[src/nhmp_pkg.sv]
// Contract
// - type/length top bit sent as zero
// - bit six: zero NSAP, one E.164
// - other technologies use format flag zero
// - low six bits length; zero ignores flag
// - no subaddress: type/length zero, no octets
// - ATM with subaddress uses combined family
// - ATM without subaddress: NSAP or E.164 family
// - common header lengths, flags, id, addresses
// - entries follow header with fixed fields
// - reply copies request identifier unchanged
// - reply matched against outstanding requests
// - identifier from 32-bit counter per request
// - retransmission reuses original identifier
// - zero length field occupies no octets
// - code zero ack, nonzero negative ack
// - prefix length N defines equivalence class
// - prefix zero ignored, same as all ones
// - MTU zero selects default or negotiated
// - holding time expiry discards cache
// - mandatory part starts at octet 20
// - unused fields sent zero, ignored on receipt
// - source type/length coded within family
package nhmp_pkg;
    localparam int          FIXED_LEN     = 20;
    localparam int          HDR_LEN       = 8;
    localparam int          CIE_LEN       = 12;
    localparam logic [15:0] AFN_NSAP      = 16'h0003;
    localparam logic [15:0] AFN_E164      = 16'h0008;
    localparam logic [15:0] AFN_COMBINED  = 16'h000F;
    localparam int          TL_RSV_BIT    = 7;
    localparam int          TL_FMT_BIT    = 6;
    localparam logic [7:0]  PREFIX_ONES   = 8'hFF;
    localparam int          NREQ          = 4;
    localparam int          CLK_HZ        = 40000000;
    localparam int          SEC_CYCLES    = CLK_HZ;
    localparam int          FIFO_DEPTH    = 16;
    localparam logic [31:0] ID_RESET      = 32'h00000001;

    // one received octet, framed
    typedef struct packed {
        logic [7:0] data;
        logic       last;
    } nhmp_byte_s;

    // address field being streamed out
    typedef enum logic [2:0] {
        F_SRC_NBMA, F_SRC_SUB, F_SRC_PROTO, F_DST_PROTO,
        F_CLI_NBMA, F_CLI_SUB, F_CLI_PROTO, F_NONE
    } nhmp_field_e;

    typedef struct packed {
        logic [7:0]  data;
        nhmp_field_e field;
        logic        first;
        logic        last;
        logic [7:0]  len;
    } nhmp_out_s;
endpackage : nhmp_pkg

[src/nhmp_fifo.sv]
module nhmp_fifo #(
    parameter int W = 8,
    parameter int D = 16
) (
    // clock
    input  wire logic         clk,
    input  wire logic         rst_n,
    // fill side
    input  wire logic         in_valid,
    output logic              in_ready,
    input  wire logic [W-1:0] in_data,
    // drain side
    output logic              out_valid,
    input  wire logic         out_ready,
    output logic [W-1:0]      out_data
);
    localparam int AW = $clog2(D);
    logic [W-1:0] mem [D];
    logic [AW:0]  wp, rp, next_wp, next_rp;

    assign in_ready  = (wp - rp) != (AW+1)'(D);
    assign out_valid = wp != rp;
    assign out_data  = mem[rp[AW-1:0]];

    // pointer update
    always_comb begin
        next_wp = wp + (AW+1)'(in_valid && in_ready);
        next_rp = rp + (AW+1)'(out_valid && out_ready);
    end

    always_ff @(posedge clk) begin
        if (!rst_n) begin
            wp <= '0;
            rp <= '0;
        end else begin
            wp <= next_wp;
            rp <= next_rp;
        end
        if (in_valid && in_ready) mem[wp[AW-1:0]] <= in_data;
    end
endmodule : nhmp_fifo

[src/nhmp_codec.sv]
module nhmp_codec (
    // clock and reset
    input  wire logic                  clk,
    input  wire logic                  rst_n,
    // received packet octets, starting at packet octet 0
    input  wire logic                  rx_valid,
    output logic                       rx_ready,
    input  wire nhmp_pkg::nhmp_byte_s  rx_byte,
    input  wire logic [15:0]           rx_pkt_size,
    input  wire logic                  rx_is_reply,
    // decoded address stream
    output logic                       fld_valid,
    input  wire logic                  fld_ready,
    output nhmp_pkg::nhmp_out_s        fld,
    // decoded fixed fields of the last entry
    output logic [31:0]                rx_request_identifier,
    output logic                       rx_nak,
    output logic                       rx_equiv_class,
    output logic [7:0]                 rx_prefix_eff,
    output logic                       rx_mtu_default,
    output logic [15:0]                rx_holding_time,
    output logic                       rx_malformed,
    output logic                       rx_done,
    // reply match against outstanding requests
    input  wire logic [31:0]           rx_src_key,
    output logic                       ack_pulse,
    output logic [1:0]                 ack_slot,
    // request issue
    input  wire logic                  tx_new_req,
    input  wire logic                  tx_retry,
    input  wire logic [1:0]            tx_retry_slot,
    input  wire logic [31:0]           tx_src_key,
    input  wire logic                  tx_reply,
    output logic [31:0]                tx_request_identifier,
    output logic [1:0]                 tx_slot,
    output logic [nhmp_pkg::NREQ-1:0]  pending,
    // type/length and family encoding
    input  wire logic                  enc_e164,
    input  wire logic                  enc_native,
    input  wire logic [5:0]            enc_len,
    input  wire logic                  enc_has_sub,
    input  wire logic                  enc_is_atm,
    output logic [7:0]                 enc_type_len,
    output logic [7:0]                 enc_sub_type_len,
    output logic [15:0]                enc_family,
    // outgoing entry fields
    input  wire logic                  tx_nak,
    input  wire logic [15:0]           tx_hold_in,
    output logic [15:0]                tx_holding_time,
    // cache lifetime
    input  wire logic                  cache_load,
    output logic                       cache_valid,
    // prefix match helper
    input  wire logic [31:0]           cmp_addr_a,
    input  wire logic [31:0]           cmp_addr_b,
    output logic                       cmp_in_class
);
    localparam int NREQ_W = nhmp_pkg::NREQ;
    typedef enum {S_FIXED, S_HDR, S_ADDR, S_CIE, S_DONE} nhmp_state_e;

    nhmp_state_e state, next_state;
    logic [15:0] pos, next_pos;
    logic [7:0]  cnt, next_cnt;
    logic [7:0]  lens [7], next_lens [7];
    nhmp_pkg::nhmp_field_e fidx, next_fidx;
    logic [31:0] rid, next_rid;
    logic [7:0]  code, next_code, pfx, next_pfx;
    logic [15:0] mtu, next_mtu, hold, next_hold;
    logic        bad, next_bad, done, next_done;
    logic        f_in_ready, take;
    int          lo, hi;
    nhmp_pkg::nhmp_out_s f_in;

    // transmit encoding: reserved bit zero, flag, length
    always_comb begin
        enc_type_len = {1'b0, enc_e164 && !enc_native, enc_len};
        enc_sub_type_len = enc_has_sub ? enc_type_len : 8'h00;
        if (enc_is_atm && enc_has_sub) enc_family = nhmp_pkg::AFN_COMBINED;
        else if (enc_is_atm && enc_e164) enc_family = nhmp_pkg::AFN_E164;
        else enc_family = nhmp_pkg::AFN_NSAP;
        tx_holding_time = tx_nak ? 16'h0000 : tx_hold_in;
        cmp_in_class = (rx_prefix_eff == 8'h00) ||
            (((cmp_addr_a ^ cmp_addr_b) >> (6'd32 - (rx_prefix_eff > 8'd32 ?
             6'd32 : 6'(rx_prefix_eff)))) == 32'h0);
    end

    // parser: fixed part skipped except its two type/length octets, header, addresses, entries
    assign take = rx_valid && rx_ready;
    assign rx_ready = (state == S_ADDR) ? f_in_ready : 1'b1; // stall only on stream output
    always_comb begin
        next_state = state; next_pos = pos; next_cnt = cnt; next_lens = lens;
        next_fidx = fidx; next_rid = rid; next_code = code; next_pfx = pfx;
        next_mtu = mtu; next_hold = hold; next_bad = bad; next_done = 1'b0;
        lo = 0; hi = 0;
        f_in = '0;
        if (take) begin
            next_pos = pos + 16'h0001;
            next_cnt = cnt + 8'h01;
            case (state)
                S_FIXED: begin
                    if (pos == 16'(nhmp_pkg::FIXED_LEN - 1)) begin
                        next_state = S_HDR; next_cnt = 8'h00;
                    end
                    // verdict of the last packet stands until the next one begins
                    if (pos == 16'd0) next_bad = 1'b0;
                    if (pos == 16'd18) next_lens[0] = 8'(rx_byte.data[5:0]);
                    if (pos == 16'd19) next_lens[1] = 8'(rx_byte.data[5:0]);
                    if ((pos == 16'd18 || pos == 16'd19) &&
                        rx_byte.data[nhmp_pkg::TL_RSV_BIT]) next_bad = 1'b1;
                end
                S_HDR: begin
                    if (cnt == 8'd0) next_lens[2] = rx_byte.data;
                    if (cnt == 8'd1) next_lens[3] = rx_byte.data;
                    if (cnt >= 8'd4) next_rid = {rid[23:0], rx_byte.data};
                    if (cnt == 8'(nhmp_pkg::HDR_LEN - 1)) begin
                        next_state = S_ADDR; next_fidx = nhmp_pkg::F_SRC_NBMA; next_cnt = 8'h00;
                    end
                end
                S_CIE: begin
                    case (cnt)
                        8'd0: next_code = rx_byte.data;
                        8'd1: next_pfx = rx_byte.data;
                        8'd4: next_mtu[15:8] = rx_byte.data;              // octets 2,3 ignored
                        8'd5: next_mtu[7:0] = rx_byte.data;
                        8'd6: next_hold[15:8] = rx_byte.data;
                        8'd7: next_hold[7:0] = rx_byte.data;
                        8'd8: next_lens[4] = 8'(rx_byte.data[5:0]);
                        8'd9: next_lens[5] = 8'(rx_byte.data[5:0]);
                        8'd10: next_lens[6] = rx_byte.data;
                        default: ;
                    endcase
                    if ((cnt == 8'd8 || cnt == 8'd9) && rx_byte.data[nhmp_pkg::TL_RSV_BIT])
                        next_bad = 1'b1;
                    if (cnt == 8'(nhmp_pkg::CIE_LEN - 1)) begin
                        next_state = S_ADDR; next_fidx = nhmp_pkg::F_CLI_NBMA; next_cnt = 8'h00;
                    end
                end
                S_ADDR: begin
                    f_in.data = rx_byte.data; f_in.field = fidx;
                    f_in.first = (cnt == 8'h00); f_in.last = (next_cnt == lens[fidx]);
                    f_in.len = lens[fidx];
                    if (next_cnt == lens[fidx]) next_cnt = 8'h00;
                end
                default: ;
            endcase
            if (pos >= rx_pkt_size) next_bad = 1'b1;
            if (rx_byte.last) begin
                next_state = S_DONE; next_done = 1'b1;
            end
        end
        // jump over every empty field in one step, so no octet lands in one
        if (next_state == S_ADDR && (state != S_ADDR || (take && next_cnt == 8'h00))) begin
            lo = (state == S_ADDR) ? int'(fidx) + 1 : int'(next_fidx);
            hi = (((state == S_ADDR) ? fidx : next_fidx) <= nhmp_pkg::F_DST_PROTO) ? 3 : 6;
            next_fidx = nhmp_pkg::F_NONE;
            for (int j = 6; j >= 0; j--) begin
                if (j >= lo && j <= hi && lens[j] != 8'h00)
                    next_fidx = nhmp_pkg::nhmp_field_e'(3'(j));
            end
        end
        if (next_state == S_ADDR && next_fidx == nhmp_pkg::F_NONE) begin
            next_state = S_CIE; next_cnt = 8'h00;
        end
        if (state == S_DONE && !rx_valid) begin
            next_state = S_FIXED; next_pos = '0;
        end
    end

    always_ff @(posedge clk) begin
        if (!rst_n) begin
            state <= S_FIXED; pos <= '0; cnt <= '0; fidx <= nhmp_pkg::F_NONE; rid <= '0;
            code <= '0; pfx <= '0; mtu <= '0; hold <= '0; bad <= 1'b0; done <= 1'b0;
            for (int i = 0; i < 7; i++) lens[i] <= '0;
        end else begin
            state <= next_state; pos <= next_pos; cnt <= next_cnt; fidx <= next_fidx;
            rid <= next_rid; code <= next_code; pfx <= next_pfx; mtu <= next_mtu;
            hold <= next_hold; bad <= next_bad; done <= next_done; lens <= next_lens;
        end
    end

    // decoded outputs
    assign rx_request_identifier = rid;
    assign rx_nak          = code != 8'h00;
    assign rx_prefix_eff   = (pfx == 8'h00) ? nhmp_pkg::PREFIX_ONES : pfx;
    assign rx_equiv_class  = pfx != 8'h00 && pfx != nhmp_pkg::PREFIX_ONES;
    assign rx_mtu_default  = mtu == 16'h0000;
    assign rx_holding_time = hold;
    assign rx_malformed    = bad;
    assign rx_done         = done;

    // output buffer keeps stream back-pressure on the parser
    nhmp_fifo #(.W($bits(nhmp_pkg::nhmp_out_s)), .D(nhmp_pkg::FIFO_DEPTH)) u_fifo (
        .clk(clk), .rst_n(rst_n),
        .in_valid(take && state == S_ADDR), .in_ready(f_in_ready), .in_data(f_in),
        .out_valid(fld_valid), .out_ready(fld_ready), .out_data(fld));

    // request identifiers and outstanding list
    logic [31:0] ctr, next_ctr, tid, next_tid;
    logic [31:0] ids [NREQ_W], keys [NREQ_W];
    logic [NREQ_W-1:0] pend, next_pend;
    logic [1:0] slot, next_slot, aslot, next_aslot;
    logic ack, next_ack;
    always_comb begin
        next_ctr = ctr; next_tid = tid; next_pend = pend; next_slot = slot;
        next_ack = 1'b0; next_aslot = aslot;
        if (tx_new_req) begin
            next_tid = ctr; next_ctr = ctr + 32'h1;
            next_slot = slot + 2'd1; next_pend[slot] = 1'b1;
        end else if (tx_retry) begin
            next_tid = ids[tx_retry_slot];
        end else if (tx_reply) begin
            next_tid = rid;
        end
        for (int i = 0; i < NREQ_W; i++)
            if (next_done && rx_is_reply && pend[i] && ids[i] == rid &&
                keys[i] == rx_src_key) begin
                next_pend[i] = 1'b0; next_ack = 1'b1; next_aslot = 2'(i);
            end
    end
    always_ff @(posedge clk) begin
        if (!rst_n) begin
            ctr <= nhmp_pkg::ID_RESET; tid <= '0; pend <= '0; slot <= '0;
            ack <= 1'b0; aslot <= '0;
        end else begin
            ctr <= next_ctr; tid <= next_tid; pend <= next_pend; slot <= next_slot;
            ack <= next_ack; aslot <= next_aslot;
        end
        if (tx_new_req) begin
            ids[slot] <= ctr; keys[slot] <= tx_src_key;
        end
    end
    assign tx_request_identifier = tid;
    assign tx_slot = slot;
    assign pending = pend;
    assign ack_pulse = ack;
    assign ack_slot = aslot;

    // holding time countdown for one cached binding
    logic [25:0] sub, next_sub;
    logic [15:0] secs, next_secs;
    always_comb begin
        next_sub = sub; next_secs = secs;
        if (cache_load) begin
            next_secs = hold; next_sub = '0;
        end else if (secs != 16'h0) begin
            next_sub = sub + 26'd1;
            if (sub == 26'(nhmp_pkg::SEC_CYCLES - 1)) begin
                next_sub = '0; next_secs = secs - 16'h1;
            end
        end
    end
    always_ff @(posedge clk) begin
        if (!rst_n) begin
            sub <= '0; secs <= '0;
        end else begin
            sub <= next_sub; secs <= next_secs;
        end
    end
    assign cache_valid = secs != 16'h0;
endmodule : nhmp_codec

[config.mk]
export PLATFORM = sky130hd
export DESIGN_NAME = nhmp_codec
export DESIGN_NICKNAME = d
export VERILOG_FILES = /design/src/nhmp_pkg.sv /design/src/nhmp_fifo.sv /design/src/nhmp_codec.sv
export SDC_FILE = /design/constraint.sdc
export NUM_CORES = 2
export LEC_CHECK = 0
export ABC_CLOCK_PERIOD_IN_PS = 9300
export BUFFER_PORTS_ARGS = -buffer_cell sky130_fd_sc_hd__buf_2
export CAP_MARGIN = 20
export CORE_MARGIN = 2
export CORE_UTILIZATION = 41
export CTS_BUF_LIST = sky130_fd_sc_hd__clkbuf_2 sky130_fd_sc_hd__clkbuf_4 sky130_fd_sc_hd__clkbuf_8
export CTS_CLUSTER_SIZE = 16
export DETAILED_ROUTE_END_ITERATION = 10
export HOLD_SLACK_MARGIN = 0.1
export PLACE_DENSITY = 0.55
export RECOVER_POWER = 50
export SYNTH_ARGS = -nofsm -noshare
export SYNTH_HDL_FRONTEND = slang
export SYNTH_SLANG_ARGS = --single-unit
[constraint.sdc]
create_clock -name clk -period 9.3 [get_ports clk]
set_input_delay 0.93 -clock clk [delete_from_list [all_inputs] [get_ports clk]]
set_output_delay 0.93 -clock clk [all_outputs]
set_load 0.005 [all_outputs]
==> run_results.csv <==
group,metric,value,unit
synthesis,ys.flop_type,"edfxtp_1",
pwr,internal_power,6.590,mW
cells_and_area,final_nets,3877,
floorplan,placeableCoreArea,0.09871,mm^2
timing,max_slew.worst_pin.slew,3925,ps
outcome,failed_checks,"capacitance limit, slew limit",
cells_and_area,layout.cells.most_common,"edfxtp_1",
clock_network,numClockSinks,906,
floorplan,effective_utilization_at_floorplan,41.46,%
cells_and_area,post-route-cell-area,0.04706,mm^2
clock_network,cts_buffer_depth,3,
detailed_routing,detailedRoute.firstIterationViolations,2161,
synthesis,synth_seq_cells,906,
global_routing,global_route.overflow_total,0,
placed_design,routabilityCongestion,0.9149,
cells_and_area,utilization,47.68,%
synthesis,async_flop_share,0,%
cells_and_area,layout-area-overhead-vs-synth,15.00,%
pwr,switching_share,23.17,%
detailed_routing,vias,27441,
cells_and_area,sequential_cell_area,0.02407,mm^2
worst_setup_path,timing.critical_path.fanout_max,48,
worst_setup_path,crit_arrival,7320,ps
pwr,power_density,182.3,mW/mm^2
detailed_routing,post-route-drc-count,0,
timing,period_share,73.47,%
worst_hold_path,worst_min_delay_path_category,"in2reg",
global_routing,grt.total_usage,23.08,%
floorplan,dieWidth,319.9,um
synthesis,synthDominantCellAreaShare,43.44,%
timing,final_max_slew_viol_count,344,
clock_network,tritoncts_clock_tree,"done",
synthesis,postSynthAreaPerCell,12.47,um^2
clock_network,cts_repair_resize_count,0,
timing,fmaxAchievable,146.4,MHz
worst_setup_path,critPathSlowestCell,"dfxtp_1",
synthesis,synth_area_leader_cell,"edfxtp_1",
pwr,netSwitchingPower,1.987,mW
detailed_routing,drt.antenna.violating_nets,0,
global_routing,grt_first_pass_wirelength,176.1,mm
clock_network,tritoncts.num_buffers,155,
timing,slew_headroom,-161.6,%
detailed_routing,detailedRoute.firstPassIterationCount,5,
synthesis,synthesis.area,0.04092,mm^2
pwr,clockPowerShare,43.9,%
detailed_routing,route.final.wire_length,120.0,mm
synthesis,synth_top_cells_by_area,"edfxtp_1 (43%), dfxtp_1 (15%), mux4_2 (7.5%), xnor2_1 (4.4%), nand2_1 (3.2%)",
global_routing,grt_start_max_net_pins,102,
synthesis,ys_warns,0,
worst_setup_path,cp_num_buf_inv,4,
cells_and_area,multiInputGateArea,0.01578,mm^2
clock_network,ctsRootBufferMaster,"clkbuf_8",
clock_network,holdBufCountCts,0,
pwr,share_seq_of_total_power,51.0,%
detailed_routing,route.detailed.wl_per_inst,23.68,um
placed_design,placedInstanceArea,0.04394,mm^2
outcome,outcome,"complete, but fails checks",
synthesis,ys_seq_area_share,58.80,%
placed_design,io_buffer_count,351,
synthesis,synth_edf_count,592,
clock_network,worst_skew_pair.late_latency,840,ps
timing,grt_setup_unrepaired,"no",
timing,period_needed,6833,ps
global_routing,vias_in_the_first_global_route,27226,
clock_network,cts_h_tree_lvls,4,
job,timing.max_cap.violations,7,
floorplan,die_area,0.1024,mm^2
worst_setup_path,critical-path-max-stage-delay,2560,ps
floorplan,floorplan.die.height,319.9,um
worst_setup_path,critical_path.startpoint_type,"register",
worst_setup_path,crit_family,"flip-flops",
detailed_routing,post_drt_via_cell_ratio,5.417,
placed_design,dp_hpwl,84.03,mm
clock_network,clkTransAtPathRegs,60,ps
worst_setup_path,startpoint_to_endpoint_class_of_the_critical_path,"reg2reg",
pwr,p_leak,16.78,nW
timing,setup_viol,0,
cells_and_area,layout_common_cells,"edfxtp_1 (592), nand2_1 (352), dfxtp_1 (313), buf_2 (225), xnor2_1 (206)",
floorplan,ioPinCount,366,
synthesis,synth.lib_cells_used.distinct,90,
global_routing,initial_antenna_violation_count,7,
timing,report.final.hold_viol_count,0,
timing,setup_total_negative_slack,0,ps
worst_setup_path,cp_cell_sequence,"ha_1, nor2b_1, o21ai_0, a21oi_1, o2111ai_1, and2_0, clkbuf_1, nand2_1, inv_1, nand3_1, nor3_2, buf_6, buf_4",
cells_and_area,final.fill_count,8978,
synthesis,instance_count_of_the_mapped_netlist,3281,
pwr,power_frac_comb,5.1,%
floorplan,fp-row-count,115,
worst_setup_path,worst_ep_required_time,9790,ps
timing,skew,40.73,ps
pwr,ir_worst_vdd,0.1784,mV
clock_network,cts_setup_buffers,0,
worst_setup_path,crit_path_end_kind,"register",
cells_and_area,post_route_cells_drive_above_1_share,18.81,%
[stage by stage]
stage	worst slack, ps	hold slack [ps]	cells	total power, mW
floorplan	4201	430.2	3294	4.693
global route	1586	343.0	5063	8.878
global placement	4459	437.5	4768	4.897
detailed placement	4406	444.4	4772	4.897
CTS	3470	242.0	5057	8.671
finish	2467	366.5	5066	8.577
[logic make-up (layout without fill, tap and decap cells)]
logic type / after synthesis / count (layout) / synth area share, %
other: 1 / 19 / 0.009163
AND/OR/NAND/NOR: 1051 / 1051 / 12.96
adder cells (fa/ha/maj): 40 / 40 / 1.223
buffers and inverters: 291 / 771 / 2.923
AO/OA/AOI/OAI: 436 / 436 / 7.267
multiplexers: 229 / 229 / 9.823
flip-flops: 906 / 906 / 58.80
XOR/XNOR: 327 / 327 / 6.998
[sequential cells by signal, summed over array words and instances, names as in the netlist, 2 cells and up]
name	flops
ctr	32
code	8
pending	4
ack_slot	2
mtu	16
ids	128
sub	26
secs	16
fidx	3
pfx	8
state	32
lens	48
keys	128
cnt	8
tx_slot	2
pos	16
u_fifo.mem	336
u_fifo.rp	5
rx_holding_time	16
rx_request_identifier	32
tx_request_identifier	32
u_fifo.wp	5
[layout make-up]
class	count	area share, %
flip-flops and latches	906	51.14
multi-input cells	2097	33.53
well taps	1287	3.422
clock inverters	62	1.207
repair buffers	398	4.275
clock buffers	223	5.697
inverters	88	0.7019
diodes	5	0.02659
[power groups by stage]
stage | logic, mW | clock network (mW) | registers, mW
6_report | 0.434 | 3.77 | 4.37
5_1_grt | 0.467 | 4.03 | 4.38
4_1_cts | 0.442 | 3.86 | 4.37
3_5_place_dp | 0.440 | 0 | 4.46
3_3_place_gp | 0.441 | 0 | 4.46
2_1_floorplan | 0.248 | 0 | 4.44
[synthesized netlist by cell type (40+ instances only)]
cell / number
nand2_1: 352
ha_1: 40
and2_1: 127
xnor2_1: 206
nand4_1: 61
nor2b_1: 59
nor3_1: 42
clkbuf_1: 153
inv_1: 87
mux4_2: 137
mux2i_1: 90
nand3_1: 67
dfxtp_1: 314
xor2_1: 121
edfxtp_1: 592
nor2_1: 148
a21oi_1: 80
a21boi_0: 78
o21ai_0: 85
nor4_1: 60
[metal layers]
metal,vias to the layer above,global-route usage [%],wire length [um]
met5,-,0,29
met4,4,10.02,4734
met3,213,4.034,6047
met2,811,39.99,60740
met1,13693,28.28,48410
li1,12720,-,-
[path summary, 6_finish.rpt]
kind / cells past startpoint / slack, ps / end / startpoint
min reg2reg: 2 / 450 / mtu[14]$_SDFFE_PN0P_ / mtu[14]$_SDFFE_PN0P_
max reg2reg: 13 / 2470 / u_fifo.mem[3][20]$_DFFE_PP_ / u_fifo.rp[0]$_SDFF_PN0_
max: 13 / 2470 / u_fifo.mem[3][20]$_DFFE_PP_ / u_fifo.rp[0]$_SDFF_PN0_
min: 1 / 370 / keys[3][13]$_DFFE_PP_ / tx_src_key[13]
(Power assumes the default switching activity.)
